### config.mk
export PLATFORM = sky130hd
export DESIGN_NAME = gpcb_bank
export DESIGN_NICKNAME = d
export VERILOG_FILES = /design/src/core/gpcb_pkg.sv /design/src/core/gpcb_bank.sv
export SDC_FILE = /design/constraint.sdc
export NUM_CORES = 1
export LEC_CHECK = 0
export BUFFER_PORTS_ARGS = -buffer_cell sky130_fd_sc_hd__clkbuf_2
export CAP_MARGIN = 5
export CORE_AREA = 10 10 239 241
export CTS_CLUSTER_DIAMETER = 100
export DETAILED_ROUTE_END_ITERATION = 8
export DIE_AREA = 0 0 249 251
export PLACE_DENSITY = 0.8
export SYNTH_ARGS = -nofsm -noshare
export SYNTH_HDL_FRONTEND = slang
export SYNTH_SLANG_ARGS = --single-unit
### constraint.sdc
create_clock -name pclk -period 5 [get_ports pclk]
set_input_delay 0.75 -clock pclk [delete_from_list [all_inputs] [get_ports pclk]]
set_output_delay 0.75 -clock pclk [all_outputs]
set_load 0.02 [all_outputs]
### src/core/gpcb_pkg.sv
// Constants and types for the pin configuration bank.
// Assumes a 250 MHz APB clock; register byte address is four times the index.
package gpcb_pkg;
  localparam int NUM_PINS = 40;
  localparam int CLK_NS = 4;
  localparam int DEB_NS = 64;
  localparam int DEB_CYC = (DEB_NS + CLK_NS - 1) / CLK_NS;
  localparam int DEB_W = $clog2(DEB_CYC + 1);

  // Register indexes and APB byte addresses
  localparam logic [7:0] IDX_ACT = 8'h30;
  localparam logic [7:0] IDX_BASE_HI = 8'h60;
  localparam logic [7:0] IDX_BASE_LO = 8'h61;
  localparam logic [7:0] IDX_IRQ_NUM = 8'h70;
  localparam logic [7:0] IDX_IRQ_TYPE = 8'h71;
  localparam logic [7:0] IDX_DMA_A = 8'h74;
  localparam logic [7:0] IDX_DMA_B = 8'h75;
  localparam logic [7:0] IDX_PIN_SEL = 8'hf0;
  localparam logic [7:0] IDX_PIN_WIN = 8'hf1;
  localparam logic [7:0] IDX_ROUTE = 8'hf2;
  localparam logic [9:0] A_ACT = {IDX_ACT, 2'h0};
  localparam logic [9:0] A_BASE_HI = {IDX_BASE_HI, 2'h0};
  localparam logic [9:0] A_BASE_LO = {IDX_BASE_LO, 2'h0};
  localparam logic [9:0] A_IRQ_NUM = {IDX_IRQ_NUM, 2'h0};
  localparam logic [9:0] A_IRQ_TYPE = {IDX_IRQ_TYPE, 2'h0};
  localparam logic [9:0] A_DMA_A = {IDX_DMA_A, 2'h0};
  localparam logic [9:0] A_DMA_B = {IDX_DMA_B, 2'h0};
  localparam logic [9:0] A_PIN_SEL = {IDX_PIN_SEL, 2'h0};
  localparam logic [9:0] A_PIN_WIN = {IDX_PIN_WIN, 2'h0};
  localparam logic [9:0] A_ROUTE = {IDX_ROUTE, 2'h0};

  // Reset values and field layout
  localparam logic [7:0] RST_ZERO = 8'h00;
  localparam logic [7:0] RST_CFG_EVT = 8'h44;
  localparam logic [7:0] RST_CFG_STD = 8'h04;
  localparam logic [7:0] RST_IRQ_TYPE = 8'h03;
  localparam logic [7:0] DMA_NONE = 8'h04;
  localparam logic [2:0] LAST_PORT = 3'h4;
  localparam int PORT_LSB = 4;
  localparam int ITYPE_WR_BIT = 1;
  localparam int ACT_BIT = 0;

  typedef struct packed {
    logic deb;
    logic pol;
    logic etype;
    logic lock;
    logic pull_up;
    logic push_pull;
    logic out_en;
  } gpcb_pin_cfg_t;

  typedef struct packed {
    logic active;
    logic [15:0] base;
    logic [7:0] irq_num;
    logic [7:0] irq_type;
  } gpcb_ldev_t;

  // Ports 0, 1 and 4 carry event detection
  function automatic logic gpcb_evt_port(logic [2:0] port);
    return (port == 3'h0) || (port == 3'h1) || (port == 3'h4);
  endfunction
endpackage

### src/core/gpcb_bank.sv
// Pin configuration bank of the GPIO logical device, APB slave, with
// per-pin debounce and event detection on ports 0, 1 and 4 feeding the runtime event logic.
// Assumes pin inputs already synchronous to pclk; global config bits arrive
// as plain inputs from the global register block.
//
// Our own choice: register access over APB.
`timescale 1ns/1ns
module gpcb_bank
  import gpcb_pkg::*;
(
  // APB slave
  input wire logic pclk,
  input wire logic presetn,
  input wire logic psel,
  input wire logic penable,
  input wire logic pwrite,
  input wire logic [9:0] paddr,
  input wire logic [31:0] pwdata,
  input wire logic [3:0] pstrb,
  output logic [31:0] prdata,
  output logic pready,
  output logic pslverr,
  // Global configuration
  input wire logic global_config_one_enable,
  input wire logic global_config_three_mux_lock,
  // Pins and per-pin settings
  input wire logic [NUM_PINS-1:0] pin_in,
  output gpcb_pin_cfg_t [NUM_PINS-1:0] pin_cfg,
  output logic [NUM_PINS-1:0][2:0] pin_route,
  output logic [NUM_PINS-1:0] event_detect,
  output logic mux_change_allowed,
  // Logical device settings
  output gpcb_ldev_t ldev
);
  gpcb_pin_cfg_t cfg_mem [NUM_PINS];
  logic [2:0] route_mem [NUM_PINS];
  logic [7:0] pin_sel;
  logic act;
  logic [7:0] base_hi;
  logic [3:0] base_lo_hi;
  logic [7:0] irq_num;
  logic irq_type_b1;
  logic [7:0] rd_val;
  logic rd_hit;
  logic wr_en;
  logic rd_setup;
  logic [2:0] sel_port;
  logic [5:0] sel_idx;
  logic sel_ok;
  logic sel_evt;
  gpcb_pin_cfg_t cur_cfg;
  logic [NUM_PINS-1:0] lock_vec;
  logic [NUM_PINS-1:0] evt_bits;
  logic [NUM_PINS-1:0] evt_cap;

  // Write takes effect at the access edge; reads are sampled in setup
  assign wr_en = psel && penable && pwrite && pstrb[0];
  assign rd_setup = psel && !penable;
  assign pready = psel && penable;

  assign sel_port = pin_sel[6:4];
  assign sel_idx = {sel_port, pin_sel[2:0]};
  assign sel_ok = (sel_port <= LAST_PORT);
  assign sel_evt = gpcb_evt_port(sel_port);
  assign cur_cfg = sel_ok ? cfg_mem[sel_idx] : '0;

  // Merge a window write into one pin's settings
  function automatic gpcb_pin_cfg_t merge_cfg(gpcb_pin_cfg_t old, logic [7:0] wd,
                                               logic evt);
    gpcb_pin_cfg_t n;
    n = old;
    n.deb = evt & wd[6];
    n.pol = evt & wd[5];
    n.etype = evt & wd[4];
    n.lock = old.lock | wd[3];
    if (!old.lock) begin
      n.pull_up = wd[2];
      n.push_pull = wd[1];
      n.out_en = wd[0];
    end
    return n;
  endfunction

  always_ff @(posedge pclk or negedge presetn) begin
    if (!presetn) begin
      pin_sel <= RST_ZERO;
    end else if (wr_en && paddr == A_PIN_SEL) begin
      pin_sel <= {1'b0, pwdata[6:4], 1'b0, pwdata[2:0]};
    end
  end

  always_ff @(posedge pclk or negedge presetn) begin
    if (!presetn) begin
      for (int i = 0; i < NUM_PINS; i++) begin
        cfg_mem[i] <= gpcb_evt_port(3'(i / 8)) ? RST_CFG_EVT[6:0]
                                               : RST_CFG_STD[6:0];
      end
    end else if (wr_en && paddr == A_PIN_WIN && sel_ok) begin
      cfg_mem[sel_idx] <= merge_cfg(cfg_mem[sel_idx], pwdata[7:0], sel_evt);
    end
  end

  // Routing exists only for event ports
  always_ff @(posedge pclk or negedge presetn) begin
    if (!presetn) begin
      for (int i = 0; i < NUM_PINS; i++) begin
        route_mem[i] <= RST_ZERO[2:0];
      end
    end else if (wr_en && paddr == A_ROUTE && sel_ok && sel_evt) begin
      route_mem[sel_idx] <= pwdata[2:0];
    end
  end

  always_ff @(posedge pclk or negedge presetn) begin
    if (!presetn) begin
      act <= RST_ZERO[ACT_BIT];
      base_hi <= RST_ZERO;
      base_lo_hi <= RST_ZERO[7:4];
      irq_num <= RST_ZERO;
      irq_type_b1 <= RST_IRQ_TYPE[ITYPE_WR_BIT];
    end else if (wr_en) begin
      if (paddr == A_ACT) begin
        act <= pwdata[ACT_BIT];
      end
      if (paddr == A_BASE_HI) begin
        base_hi <= pwdata[7:0];
      end
      if (paddr == A_BASE_LO) begin
        base_lo_hi <= pwdata[7:4];
      end
      if (paddr == A_IRQ_NUM) begin
        irq_num <= pwdata[7:0];
      end
      if (paddr == A_IRQ_TYPE) begin
        irq_type_b1 <= pwdata[ITYPE_WR_BIT];
      end
    end
  end

  // Only bit 0 of activation is kept; the rest read zero
  always_comb begin
    rd_val = '0;
    rd_hit = 1'b1;
    case (paddr)
      A_ACT: rd_val = {7'h0, act};
      A_BASE_HI: rd_val = base_hi;
      A_BASE_LO: rd_val = {base_lo_hi, 4'h0};
      A_IRQ_NUM: rd_val = irq_num;
      A_IRQ_TYPE: rd_val = {RST_IRQ_TYPE[7:2], irq_type_b1, RST_IRQ_TYPE[0]};
      A_DMA_A: rd_val = DMA_NONE;
      A_DMA_B: rd_val = DMA_NONE;
      A_PIN_SEL: rd_val = pin_sel;
      A_PIN_WIN: rd_val = {1'b0, cur_cfg};
      A_ROUTE: rd_val = (sel_ok && sel_evt) ? {5'h0, route_mem[sel_idx]} : 8'h00;
      default: rd_hit = 1'b0;
    endcase
  end

  // Read data is registered in setup so it stands through the access phase
  always_ff @(posedge pclk or negedge presetn) begin
    if (!presetn) begin
      prdata <= '0;
      pslverr <= 1'b0;
    end else if (rd_setup) begin
      prdata <= pwrite ? 32'h0 : {24'h0, rd_val};
      pslverr <= !rd_hit;
    end
  end

  // Device is active only when both enables are set
  assign ldev.active = act & global_config_one_enable;
  assign ldev.base = {base_hi, base_lo_hi, 4'h0};
  assign ldev.irq_num = irq_num;
  assign ldev.irq_type = {RST_IRQ_TYPE[7:2], irq_type_b1, RST_IRQ_TYPE[0]};
  // Pin lock deliberately left out: multiplexing has its own lock
  assign mux_change_allowed = !global_config_three_mux_lock;

  for (genvar g = 0; g < NUM_PINS; g++) begin : g_pin
    assign pin_cfg[g] = cfg_mem[g];
    assign pin_route[g] = route_mem[g];
    assign lock_vec[g] = cfg_mem[g].lock;
    assign evt_bits[g] = cfg_mem[g].deb | cfg_mem[g].pol | cfg_mem[g].etype;
    assign evt_cap[g] = gpcb_evt_port(3'(g / 8));
    if (gpcb_evt_port(3'(g / 8))) begin : g_evt
      logic filt;
      logic filt_d;
      logic [DEB_W-1:0] cnt;
      logic act_lvl;
      logic act_d;
      // Counter restarts whenever the input agrees with the filtered level
      // Filter starts high: pull-ups are on after reset, so the pin idles high
      always_ff @(posedge pclk or negedge presetn) begin
        if (!presetn) begin
          filt <= 1'b1;
          cnt <= '0;
        end else if (!cfg_mem[g].deb || pin_in[g] == filt) begin
          filt <= pin_in[g];
          cnt <= '0;
        end else if (cnt == DEB_W'(DEB_CYC - 1)) begin
          filt <= pin_in[g];
          cnt <= '0;
        end else begin
          cnt <= cnt + 1'b1;
        end
      end
      assign act_lvl = cfg_mem[g].pol ? filt : !filt;
      always_ff @(posedge pclk or negedge presetn) begin
        if (!presetn) begin
          act_d <= 1'b0;
          filt_d <= 1'b1;
        end else begin
          act_d <= act_lvl;
          filt_d <= filt;
        end
      end
      // Edge is gated by a real filtered transition so a polarity flip
      // does not fake an edge
      assign event_detect[g] = cfg_mem[g].etype ? act_lvl
                               : (act_lvl && !act_d && filt != filt_d);
    end else begin : g_std
      assign event_detect[g] = 1'b0;
    end
  end
endmodule

# Word level (Yosys, flattened, before mapping)
# Cells that the tools add are included.
# totals
reg_bits	653
latchBits	0
mem_bits_rw	0
mem_bits_ro	0
input_bits	93
output_inout_bits	508
word_cells	897
memories	0
# op_classes
n_addsub	24
multipliers	0
div	0
order_cmp	3
eq_ne	84
n_shift	0
mux	163
bitwise_logic	6
n_reduce_logical	193
# ops
op	count
$bwmux 280	1
$mux 5	48
$add 5x1->5 const B	24
$bwmux 120	1
$eq 5x4->1 const B	24
$mux 1	97
$logic_not 1->1	75
$pmux 8 s9	1
$eq 10x9->1 const B	6
$logic_and 1x1->1	60
$reduce_bool 2->1	24
$bmux 7 s6	1
$demux 7 s6	1
$eq 10x10->1 const B	3
$mux 7	4
$logic_or 1x1->1	26
$eq 1x1->1	24
$ne 1x1->1	24
$bmux 3 s6	1
$demux 3 s6	1
$mux 3	6
$eq 10x8->1 const B	1
$reduce_and 2->1	5
$reduce_or 10->1	1
other kinds (11)	14

# Longest topological paths before layout
# Gate-level depths: netlist of the first run.
# logic_depth
depth_word	7
depth_mapped	13
depth_no_buf	6

# Least setup slack after synthesis of the first run
# No wires, ideal clock.
# synth_path
path_type	input-to-reg
start	input port paddr[1]
end	register route_mem, in the netlist pin_route[30]
setup_time_ps	125
arrival_time_ps	2810
required_ps	4875
setup_slack_ps	2066
cell_stages	7
n_path_buf	1
path_cell_list	or4b_1 buf_2 or3_1 nor3_2 nand2_1 nor2_1 mux2_2
# synth_between
elab_chain_len	4
# synth_rtl
element	line_no	text
start: declaration	gpcb_bank.sv:17	input wire logic [9:0] paddr,
$eq 10x10->1	gpcb_bank.sv:109	end else if (wr_en && paddr == A_ROUTE && sel_ok && sel_evt) begin
$logic_and 1x1->1 (3 in series)	gpcb_bank.sv:109	
end signal: indexed assignment	gpcb_bank.sv:107	route_mem[i] <= RST_ZERO[2:0];
end signal: indexed assignment	gpcb_bank.sv:110	route_mem[sel_idx] <= pwdata[2:0];
end: declaration	gpcb_bank.sv:36	logic [2:0] route_mem [NUM_PINS];
# No other way between the ends.
# A chain may end at the register's enable or synchronous reset.

# Worst setup path after layout of the first run
# layout_path
start	register pin_sel[1]
end	register cfg_mem, in the netlist pin_cfg[162]
# layout_between
elab_chain_len	7
word_cells_on_any_way	12
classes_between	2 x order compare; 8 x mux; 1 x bitwise; 1 x reduce/logical
# layout_rtl
element	line_no	text
start: declaration	gpcb_bank.sv:37	logic [7:0] pin_sel;
start signal: assignment	gpcb_bank.sv:88	pin_sel <= {1'b0, pwdata[6:4], 1'b0, pwdata[2:0]};
$not 6->7 (not written as such) (*)	gpcb_bank.sv:99	cfg_mem[sel_idx] <= merge_cfg(cfg_mem[sel_idx], pwdata[7:0], sel_evt);
$bmux 7 s6	gpcb_bank.sv:99	
$mux 7 (not written as such) (2 in series)	gpcb_bank.sv:99	
$mux 3	gpcb_bank.sv:76	if (!old.lock) begin
$mux 3	gpcb_bank.sv:98	end else if (wr_en && paddr == A_PIN_WIN && sel_ok) begin
$bwmux 280 (*)	gpcb_bank.sv:99	
end signal: indexed assignment	gpcb_bank.sv:95	cfg_mem[i] <= gpcb_evt_port(3'(i / 8)) ? RST_CFG_EVT[6:0]
end signal: indexed assignment	gpcb_bank.sv:99	
end: declaration	gpcb_bank.sv:35	gpcb_pin_cfg_t cfg_mem [NUM_PINS];
# Mark *: on every way between the ends. The rest lies on a longest branch, timed or not. The select of a mux whose other input is x is not followed.

==> flow_metrics.tcl, run 1 <==
set metrics [dict create \
    drt-total-wl_um 100000 \
    dpl.cell_count 3588 \
    setup_viol 0 \
    outcome "completed" \
    leakagePower_uw 0.0161 \
    multiInputGateArea_mm2 0.0113 \
    start_util_pct 54.4 \
    cp.arrival_ns 4.29 \
    track_usage_pct 31.1 \
    cpPeakStageDelay_ns 0.81 \
    vdd_drop_max_v 0.000414 \
    start_kind "register" \
    synthAdderAreaFrac_pct 1.06 \
    rsz0062_at_grt "false" \
    yosysSeqAreaShare_pct 55.9 \
    numClockSinks 629 \
    fin_setup_tns_ns 0 \
    ys_warn_count 0 \
    period_minus_slack_ns 3.83 \
    grt_pass1_wl_um 149000 \
    crit_path_end_kind "register" \
    row_count 84 \
    viasPerCell 6.13 \
    period_share_pct 76.7 \
    core_mm2 0.0522 \
    grt_max_degree 124 \
    ys_ff_latch 629 \
    path_common_cell "buf_4" \
    cts_setup_buffers 0 \
    slew_headroom_pct 24.3 \
    hold_class "in2async" \
    path_clk_slew_ns 0.06 \
    cts_made_buffers 68 \
    overflow 0 \
    worstMarginPinSlew_ns 1.13 \
    vias 22700 \
    avgRoutedWirePerCell_um 27.0 \
    antenna_left 0 \
    cts_buffer_depth 3 \
    seq_area_mm2 0.0159 \
    fin_skew_ns 0.0298 \
    synth-compound-area-share_pct 12.4 \
    worstPathCellList "buf_4 -> mux2i_1 -> o22ai_1 -> o21ai_0 -> o211ai_1 -> a211oi_4 -> buf_4 -> o31ai_1" \
    synth_xor_area_share_pct 2.96 \
    hold_viol 0 \
    critPathSlowestCell "dfrtp_4" \
    hold_buffers 0 \
    synth_area_mm2 0.0284 \
    syn_area_per_cell_um2 11.2 \
    timing.final.max_slew_violations 0 \
    path_max_fanout 32 \
    power_per_cell_area_mw_per_mm2 311 \
    first_pass_iters 6 \
    hpwl_um 73900 \
    synth_cells 2546 \
    cts_tree "yes" \
    layout.nets 3087 \
    max_clock_freq_mhz 261 \
    crit_type "reg2reg" \
    area_growth_pct 17.5 \
    required_ns 5.46 \
    drive_gt1_share_pct 32.1 \
    clock_latency_ns 0.60 \
    fillers 3997 \
    synthMuxAreaShare_pct 10.6 \
    drt-initial-drc-count 2117 \
    final_cells 3710 \
    io_pins 601 \
    route.detailed.drc 0 \
    die_area_mm2 0.0625 \
    synth_edf_count 0 \
    cap_violations 0 \
    grt_pass1_vias 23100 \
    antenna_found_initial 2 \
    ctsResizeCount 0 \
    ys_async_sr_fraction_pct 100 \
    synthFlopType "dfrtp_1" \
    synth_top_family_by_area "compound AO/OA/AOI/OAI gates" \
    die_y_um 251 \
    portBuffers 506 \
    yosys.area_share.simple_pct 12.0 \
    gp_congestion 0.919 \
    ys_types 70 \
    htree_levels 3 \
    root_buffer "clkbuf_16" \
    die_w_um 249 \
]
-- cells by family (layout without fill, tap and decap cells) --
| kind of cell | after synthesis | in the layout |
|---|---|---|
| adder cells (fa/ha/maj) | 24 | 24 |
| flip-flops | 629 | 629 |
| multiplexers | 256 | 256 |
| other | 2 | 53 |
| buffers and inverters | 294 | 719 |
| AO/OA/AOI/OAI | 521 | 521 |
| XOR/XNOR | 96 | 96 |
| AND/OR/NAND/NOR | 724 | 724 |
-- critical path, delay by kind of cell (launching register included) --
kind,cells,cell delay (ns)
buffers and inverters,2,0.96
muxes,1,0.32
AOI/OAI and AO/OA,5,1.51
DFF,1,0.81
-- flip-flops by register name, summed over array words and instances, names as in the netlist --
register	cells
irq_type_b1	1
pslverr	1
g_pin.g_evt.filt	24
g_pin.g_evt.cnt	120
pin_cfg	280
base_hi	8
pin_route	120
base_lo_hi	4
pin_sel	6
irq_num	8
g_pin.g_evt.filt_d	24
act	1
prdata	8
g_pin.g_evt.act_d	24
-- power breakdown --
group          internal [uW]  total, uW  switching [uW]
combinational           76.2        339             262
sequential              5140       5170            31.4
clock                   2830       4860            2030
total                   8050      10400            2320
-- final cells by class --
type                    count  area share (%)
well taps                 688            2.58
repair buffers            553            8.87
inverters                  46           0.518
clock buffers             105            5.94
diodes                      2          0.0150
multi-input cells        1672            34.0
clock inverters            15           0.435
flip-flops and latches    629            47.6
-- through the flow --
step / util, % / setup WS, ns / instance area [um^2] / total power (uW) / hold slack (ns)
after floorplan: - / 2.07 / 28600 / 5430 / 0.389
after global placement: 59.8 / 1.37 / 31200 / 5580 / 0.364
after detailed placement: 59.8 / 1.22 / 31200 / 5600 / 0.367
after CTS: 63.8 / 1.21 / 33400 / 10400 / 0.298
after global routing: 63.9 / 1.08 / 33400 / 10700 / 0.344
final: 63.9 / 1.17 / 33400 / 10400 / 0.265
-- routing by layer --
metal	GRT usage [%]	up-vias	wire length, um
li1	-	9737	-
met1	37.4	11500	37200
met2	49.6	1229	47100
met3	9.79	275	10300
met4	16.6	0	5670
met5	0	-	0
-- placed cells by master, fill, tap and decap left out, types with 33 or more instances in the layout --
cell         n
xor2_1      72
dfstp_2    113
a22oi_1     33
nand3_1     57
nor2_1     137
mux2i_1     87
and3_1      57
conb_1      51
dfrtp_1    513
nand2_1    319
and2_1      84
buf_4       42
o31ai_1    147
mux2_2     147
inv_1       44
a221oi_1    33
clkbuf_16   69
a21oi_1     42
clkbuf_2   505
o21ai_0    138
-- cell usage after synthesis (3+ instances only) --
master	n	area (um^2)
dfrtp_1	516	12900
nand2_1	319	1200
mux2_2	147	1660
o31ai_1	147	1100
clkbuf_1	140	526
nor2_1	138	518
o21ai_0	138	691
dfstp_2	113	2970
mux2i_1	87	871
and2_1	84	526
xor2_1	72	631
and3_1	57	357
buf_4	57	428
nand3_1	57	285
inv_1	44	165
a21oi_1	42	210
buf_2	39	195
a221oi_1	33	289
a22oi_1	33	248
o22ai_1	29	181
o211ai_1	27	203
ha_1	24	300
xnor2_1	24	210
mux4_2	22	495
a22o_1	14	123
o21ai_1	10	50.1
nand2b_1	8	50.1
nor2b_1	8	50.1
nor3_1	8	40.0
nor4_1	8	50.1
buf_6	7	78.8
o221ai_1	7	61.3
a211oi_1	6	45.0
a221o_1	5	50.1
buf_1	5	18.8
nor2_2	5	31.3
nor3_4	5	81.3
or2_2	5	31.3
or3_1	5	31.3
nand3b_1	4	30.0
o2bb2ai_1	4	35.0
a31oi_1	3	18.8
-- final timing paths --
path,start,end,slack [ns],cells past startpoint
hold / removal,presetn,pin_route[88],0.26,1
max in group asynchronous,presetn,g_pin[32].g_evt.cnt[1],3.56,2
min in group pclk,pin_route[88],pin_route[88],0.37,0
setup reg to reg,pin_sel[1],pin_cfg[162],1.17,8
hold reg to reg,pin_route[88],pin_route[88],0.37,0
setup / recovery,pin_sel[1],pin_cfg[162],1.17,8
Note: power is estimated with default switching activity, not from simulation.
==> run 2, diff against run 1 <==
--- a/config.mk
+++ b/config.mk
@@ -7,11 +7,11 @@
 export LEC_CHECK = 0
 export BUFFER_PORTS_ARGS = -buffer_cell sky130_fd_sc_hd__clkbuf_2
 export CAP_MARGIN = 5
-export CORE_AREA = 10 10 239 241
+export CORE_AREA = 10 10 250 252
 export CTS_CLUSTER_DIAMETER = 100
 export DETAILED_ROUTE_END_ITERATION = 8
-export DIE_AREA = 0 0 249 251
-export PLACE_DENSITY = 0.8
+export DIE_AREA = 0 0 260 262
+export PLACE_DENSITY = 0.76
 export SYNTH_ARGS = -nofsm -noshare
 export SYNTH_HDL_FRONTEND = slang
 export SYNTH_SLANG_ARGS = --single-unit
==> constraint.sdc (replaced) <==
create_clock -name pclk -period 3.5 [get_ports pclk]
set_input_delay 0.525 -clock pclk [delete_from_list [all_inputs] [get_ports pclk]]
set_output_delay 0.525 -clock pclk [all_outputs]
set_load 0.02 [all_outputs]
==> run 2 against run 1 <==
Cell count grew 3.0%. Die area increased by 9.0%. Maximum frequency up 13%. Power is 49% higher. Count of clock-buffer cells in the layout down 4. Worst setup slack worse by 1.1 ns. Via count is 0.32% lower. Critical path type unchanged. Largest cell class unchanged. Highest routed layer unchanged.
==> flow_metrics.tcl, run 2 (synthesis gave the netlist of run 1 again) <==
set metrics [dict create \
    period_minus_slack_ns 3.40 \
    avgRoutedWirePerCell_um 26.7 \
    slew_headroom_pct 17.7 \
    p_sw_share_pct 22.5 \
    crit_type "reg2reg" \
    row_count 88 \
    start_util_pct 49.5 \
    leakagePower_uw 0.0164 \
    cts_tree "yes" \
    required_ns 3.98 \
    grt_pass1_wl_um 149000 \
    first_pass_iters 5 \
    track_usage_pct 29.2 \
    outcome "completed" \
    timing.final.max_slew_violations 0 \
    cts_buffer_depth 3 \
    pwr-share-comb_pct 3.2 \
    largest_reg_flops 280 \
    grt_max_degree 93 \
    fin_setup_tns_ns 0 \
    overflow 0 \
    utilization_pct 59.3 \
    cap_violations 0 \
    clock_power_share_pct 48.9 \
    portBuffers 506 \
    grt_pass1_vias 22900 \
    period_share_pct 97.2 \
    max_clock_freq_mhz 294 \
    rsz0062_at_grt "false" \
    crit_path_end_kind "register" \
    intPower_uw 12000 \
    root_buffer "clkbuf_16" \
    die_w_um 260 \
    min_delay_path_depth 2 \
    cts_made_buffers 69 \
    seqPwrFrac_pct 47.8 \
    antenna_left 0 \
    start_kind "register" \
    htree_levels 3 \
    p_switching_uw 3480 \
    hold_slack_ns 0.172 \
    viasPerCell 5.93 \
    numClockSinks 629 \
    layout.nets 3118 \
    die_y_um 262 \
    drive_gt1_share_pct 33.2 \
    vdd_drop_max_v 0.000488 \
    cts_setup_buffers 0 \
    drt-initial-drc-count 2139 \
    vias 22700 \
    cp.arrival_ns 3.88 \
    antenna_found_initial 1 \
    hold_class "in2reg" \
    gp_congestion 0.966 \
    drt-total-wl_um 102000 \
    path_max_fanout 33 \
    mostFrequentLayoutCells "513 x dfrtp_1, 505 x clkbuf_2, 319 x nand2_1" \
    core_mm2 0.0574 \
    area_growth_pct 19.8 \
    power_per_cell_area_mw_per_mm2 454 \
    layout_commonest_cell "dfrtp_1" \
    setup_viol 0 \
    die_area_mm2 0.0681 \
    route.detailed.drc 0 \
    io_pins 601 \
    worstMarginPinSlew_ns 1.23 \
    hpwl_um 76300 \
    clock_latency_ns 0.62 \
    hold_viol 0 \
    ff2ff_path_depth 7 \
    path_clk_slew_ns 0.06 \
    fin_skew_ns 0.0283 \
    fillers 4681 \
]
-- run 2: cell type report --
type | instances | area [um^2] | share of cell area [%]
antenna | 1 | 2.50 | 0.00736
clock buffer | 101 | 2070 | 6.09
clock inverter | 24 | 297 | 0.872
inverter | 46 | 173 | 0.508
multi-input combinational | 1672 | 11300 | 33.3
sequential | 629 | 15900 | 46.7
tap | 765 | 957 | 2.81
timing repair buffer | 583 | 3270 | 9.63
-- run 2: power groups by stage --
stage,Clock [uW],Combinational (uW),Sequential (uW)
final,7560,497,7390
after global routing,7960,546,7390
after CTS,7630,498,7390
after detailed placement,0,495,7510
after global placement,0,478,7510
after floorplan,0,255,7510
-- run 2: timing repair --
action,4_1_cts,5_1_grt
gates resized for setup,0,0
hold buffers,1,0
hold endpoints to repair,15,0
-- run 2: stage by stage --
step / instance area [um^2] / worst slack, ns / total power [uW] / cells
2_1_floorplan: 28600 / 0.791 / 7760 / 2595
3_3_place_gp: 31600 / 0.150 / 7990 / 3694
3_5_place_dp: 31600 / 0.101 / 8010 / 3694
4_1_cts: 34000 / 0.0957 / 15500 / 3820
5_1_grt: 34000 / 0.000103 / 15900 / 3821
6_report: 34000 / 0.0964 / 15400 / 3821
-- run 2: path summary, 6_finish.rpt --
check / from / slack (ns) / to
setup / recovery: pin_sel[1] / 0.1 / pin_cfg[126]
hold / removal: pin_in[9] / 0.17 / g_pin[9].g_evt.filt
setup reg to reg: pin_sel[1] / 0.1 / pin_cfg[126]
hold reg to reg: pin_route[91] / 0.38 / pin_route[91]
max in group asynchronous: presetn / 1.87 / pin_sel[1]
min in group asynchronous: presetn / 0.52 / pin_route[91]
-- run 2: routing by layer --
| metal | share of wire (%) | up-vias | GRT usage (%) |
|---|---|---|---|
| li1 | - | 9840 | - |
| met1 | 38 | 11400 | 35.6 |
| met2 | 49 | 1152 | 48.7 |
| met3 | 9.5 | 223 | 7.93 |
| met4 | 4.1 | 0 | 11.6 |
| met5 | 0 | - | 0 |
-- run 2: critical path: stages (launching register included) --
cell,delay [ns]
dfrtp_4,0.62
buf_12,0.28
mux4_2,0.54
mux2i_1,0.38
o22ai_1,0.35
nor4_2,0.58
buf_4,0.37
o31ai_1,0.12
==> run 3, diff against run 2 <==
--- a/config.mk
+++ b/config.mk
@@ -11,7 +11,7 @@
 export CTS_CLUSTER_DIAMETER = 100
 export DETAILED_ROUTE_END_ITERATION = 8
 export DIE_AREA = 0 0 260 262
-export PLACE_DENSITY = 0.76
+export PLACE_DENSITY = 0.84
 export SYNTH_ARGS = -nofsm -noshare
 export SYNTH_HDL_FRONTEND = slang
 export SYNTH_SLANG_ARGS = --single-unit
==> run 3 against run 2 <==
Count of clock-buffer cells in the layout fell by 19. Cell count about the same. Register-to-register slack better by 0.14 ns. Critical path depth down 1. Clock skew decreased by 0.00093 ns. Via count up 0.91%. Largest power group unchanged. Largest cell class unchanged.
==> flow_metrics.tcl, run 3 (synthesis gave the netlist of run 1 again) <==
set metrics [dict create \
    core_mm2 0.0574 \
    layout_commonest_cell "dfrtp_1" \
    path_max_fanout 27 \
    hold_viol 0 \
    hold_class "in2reg" \
    antenna_left 0 \
    slew_headroom_pct 22.3 \
    die_y_um 262 \
    max_clock_freq_mhz 306 \
    area_growth_pct 20.4 \
    layout.nets 3120 \
    die_area_mm2 0.0681 \
    portBuffers 506 \
    min_delay_path_depth 2 \
    required_ns 3.95 \
    crit_path_end_kind "register" \
    outcome "completed" \
    io_pins 601 \
    largest_reg_flops 280 \
    antenna_found_initial 2 \
    vdd_drop_max_v 0.000473 \
    clock_power_share_pct 50.3 \
    cp.arrival_ns 3.72 \
    avgRoutedWirePerCell_um 26.9 \
    period_minus_slack_ns 3.27 \
    rsz0062_at_grt "false" \
    power_per_cell_area_mw_per_mm2 465 \
    mostFrequentLayoutCells "513 x dfrtp_1, 505 x clkbuf_2, 319 x nand2_1" \
    drive_gt1_share_pct 33.6 \
    die_w_um 260 \
    grt_pass1_vias 23100 \
    grt_pass1_wl_um 151000 \
    vias 22900 \
    overflow 0 \
    fin_skew_ns 0.0274 \
    p_sw_share_pct 22.4 \
    numClockSinks 629 \
    gp_congestion 0.914 \
    route.detailed.drc 0 \
    clock_latency_ns 0.62 \
    hold_slack_ns 0.170 \
    leakagePower_uw 0.0164 \
    period_share_pct 93.3 \
    cts_buffer_depth 3 \
    cap_violations 0 \
    cts_tree "yes" \
    hpwl_um 76600 \
    drt-total-wl_um 103000 \
    htree_levels 3 \
    worstMarginPinSlew_ns 1.16 \
    path_clk_slew_ns 0.06 \
    fin_setup_tns_ns 0 \
    row_count 88 \
    cts_made_buffers 69 \
    start_util_pct 49.5 \
    root_buffer "clkbuf_16" \
    drt-initial-drc-count 2288 \
    p_switching_uw 3560 \
    seqPwrFrac_pct 46.5 \
    intPower_uw 12300 \
    grt_max_degree 94 \
    fillers 4557 \
    track_usage_pct 29.5 \
    ctsResizeCount 0 \
    first_pass_iters 7 \
    crit_type "reg2reg" \
    ff2ff_path_depth 6 \
    setup_viol 0 \
    start_kind "register" \
    viasPerCell 5.98 \
    timing.final.max_slew_violations 0 \
    pwr-share-comb_pct 3.2 \
]
[run 3: cell types whose count changed in the layout (fill, tap and decap cells not counted), sizes merged]
cell      change
buf           +2
bufinv        +8
clkbuf       -19
clkinv        +6
clkinvlp      +3
inv           +3
[run 3: path summary, 6_finish.rpt]
| check | to | slack [ns] | startpoint |
|---|---|---|---|
| worst max-delay path | pin_cfg[10] | 0.23 | pin_sel[0] |
| worst min-delay path | base_lo_hi[3] | 0.17 | pwdata[7] |
| max in group asynchronous | pin_cfg[37] | 1.96 | presetn |
| worst max register to register | pin_cfg[10] | 0.23 | pin_sel[0] |
| min in group asynchronous | pin_cfg[153] | 0.55 | presetn |
| worst min register to register | pin_route[94] | 0.38 | pin_route[94] |
[run 3: repair_timing]
item,in CTS,in global routing
hold buffers,1,0
setup buffers,0,0
endpoints found under the hold margin,7,0
[run 3: cell type report]
type / instances / area [um^2] / area share, %
inverters: 46 / 173 / 0.505
repair buffers: 585 / 3310 / 9.69
multi-input cells: 1672 / 11300 / 33.2
well taps: 765 / 957 / 2.80
flip-flops and latches: 629 / 15900 / 46.5
clock buffers: 82 / 1890 / 5.52
clock inverters: 44 / 617 / 1.80
diodes: 1 / 2.50 / 0.00732
[run 3: routing by layer]
metal | vias to the layer above | share of wire, % | GRT usage [%]
met1 | 11400 | 38 | 36.3
met3 | 316 | 9.8 | 8.32
li1 | 9815 | - | -
met5 | - | 0.013 | 0
met4 | 2 | 6.1 | 17.5
met2 | 1289 | 46 | 46.1
[run 3: critical path, cell delays in order, from the launching register on]
cell and delay [ns]:
dfrtp_4 0.66, clkinv_1 0.58, mux2i_1 0.56, o22ai_1 0.35, nor4_2 0.37, buf_4 0.39
o21ai_0 0.16
[run 3: through the flow]
step	cells	utilization, %	worst slack [ns]	cell area, um^2	power [uW]
after floorplan	2595	-	0.791	28600	7760
after global placement	3696	55.2	0.344	31700	8000
after detailed placement	3696	55.2	0.307	31700	8020
after CTS	3823	59.6	0.314	34200	16000
after global routing	3824	59.6	0.0874	34200	16300
final	3824	59.6	0.235	34200	15900
[run 3: power groups by stage]
stage	registers (uW)	logic, uW	clock network, uW
floorplan	7510	255	0
global placement	7510	494	0
detailed placement	7510	501	0
CTS	7390	505	8060
global route	7390	555	8390
finish	7390	503	8000
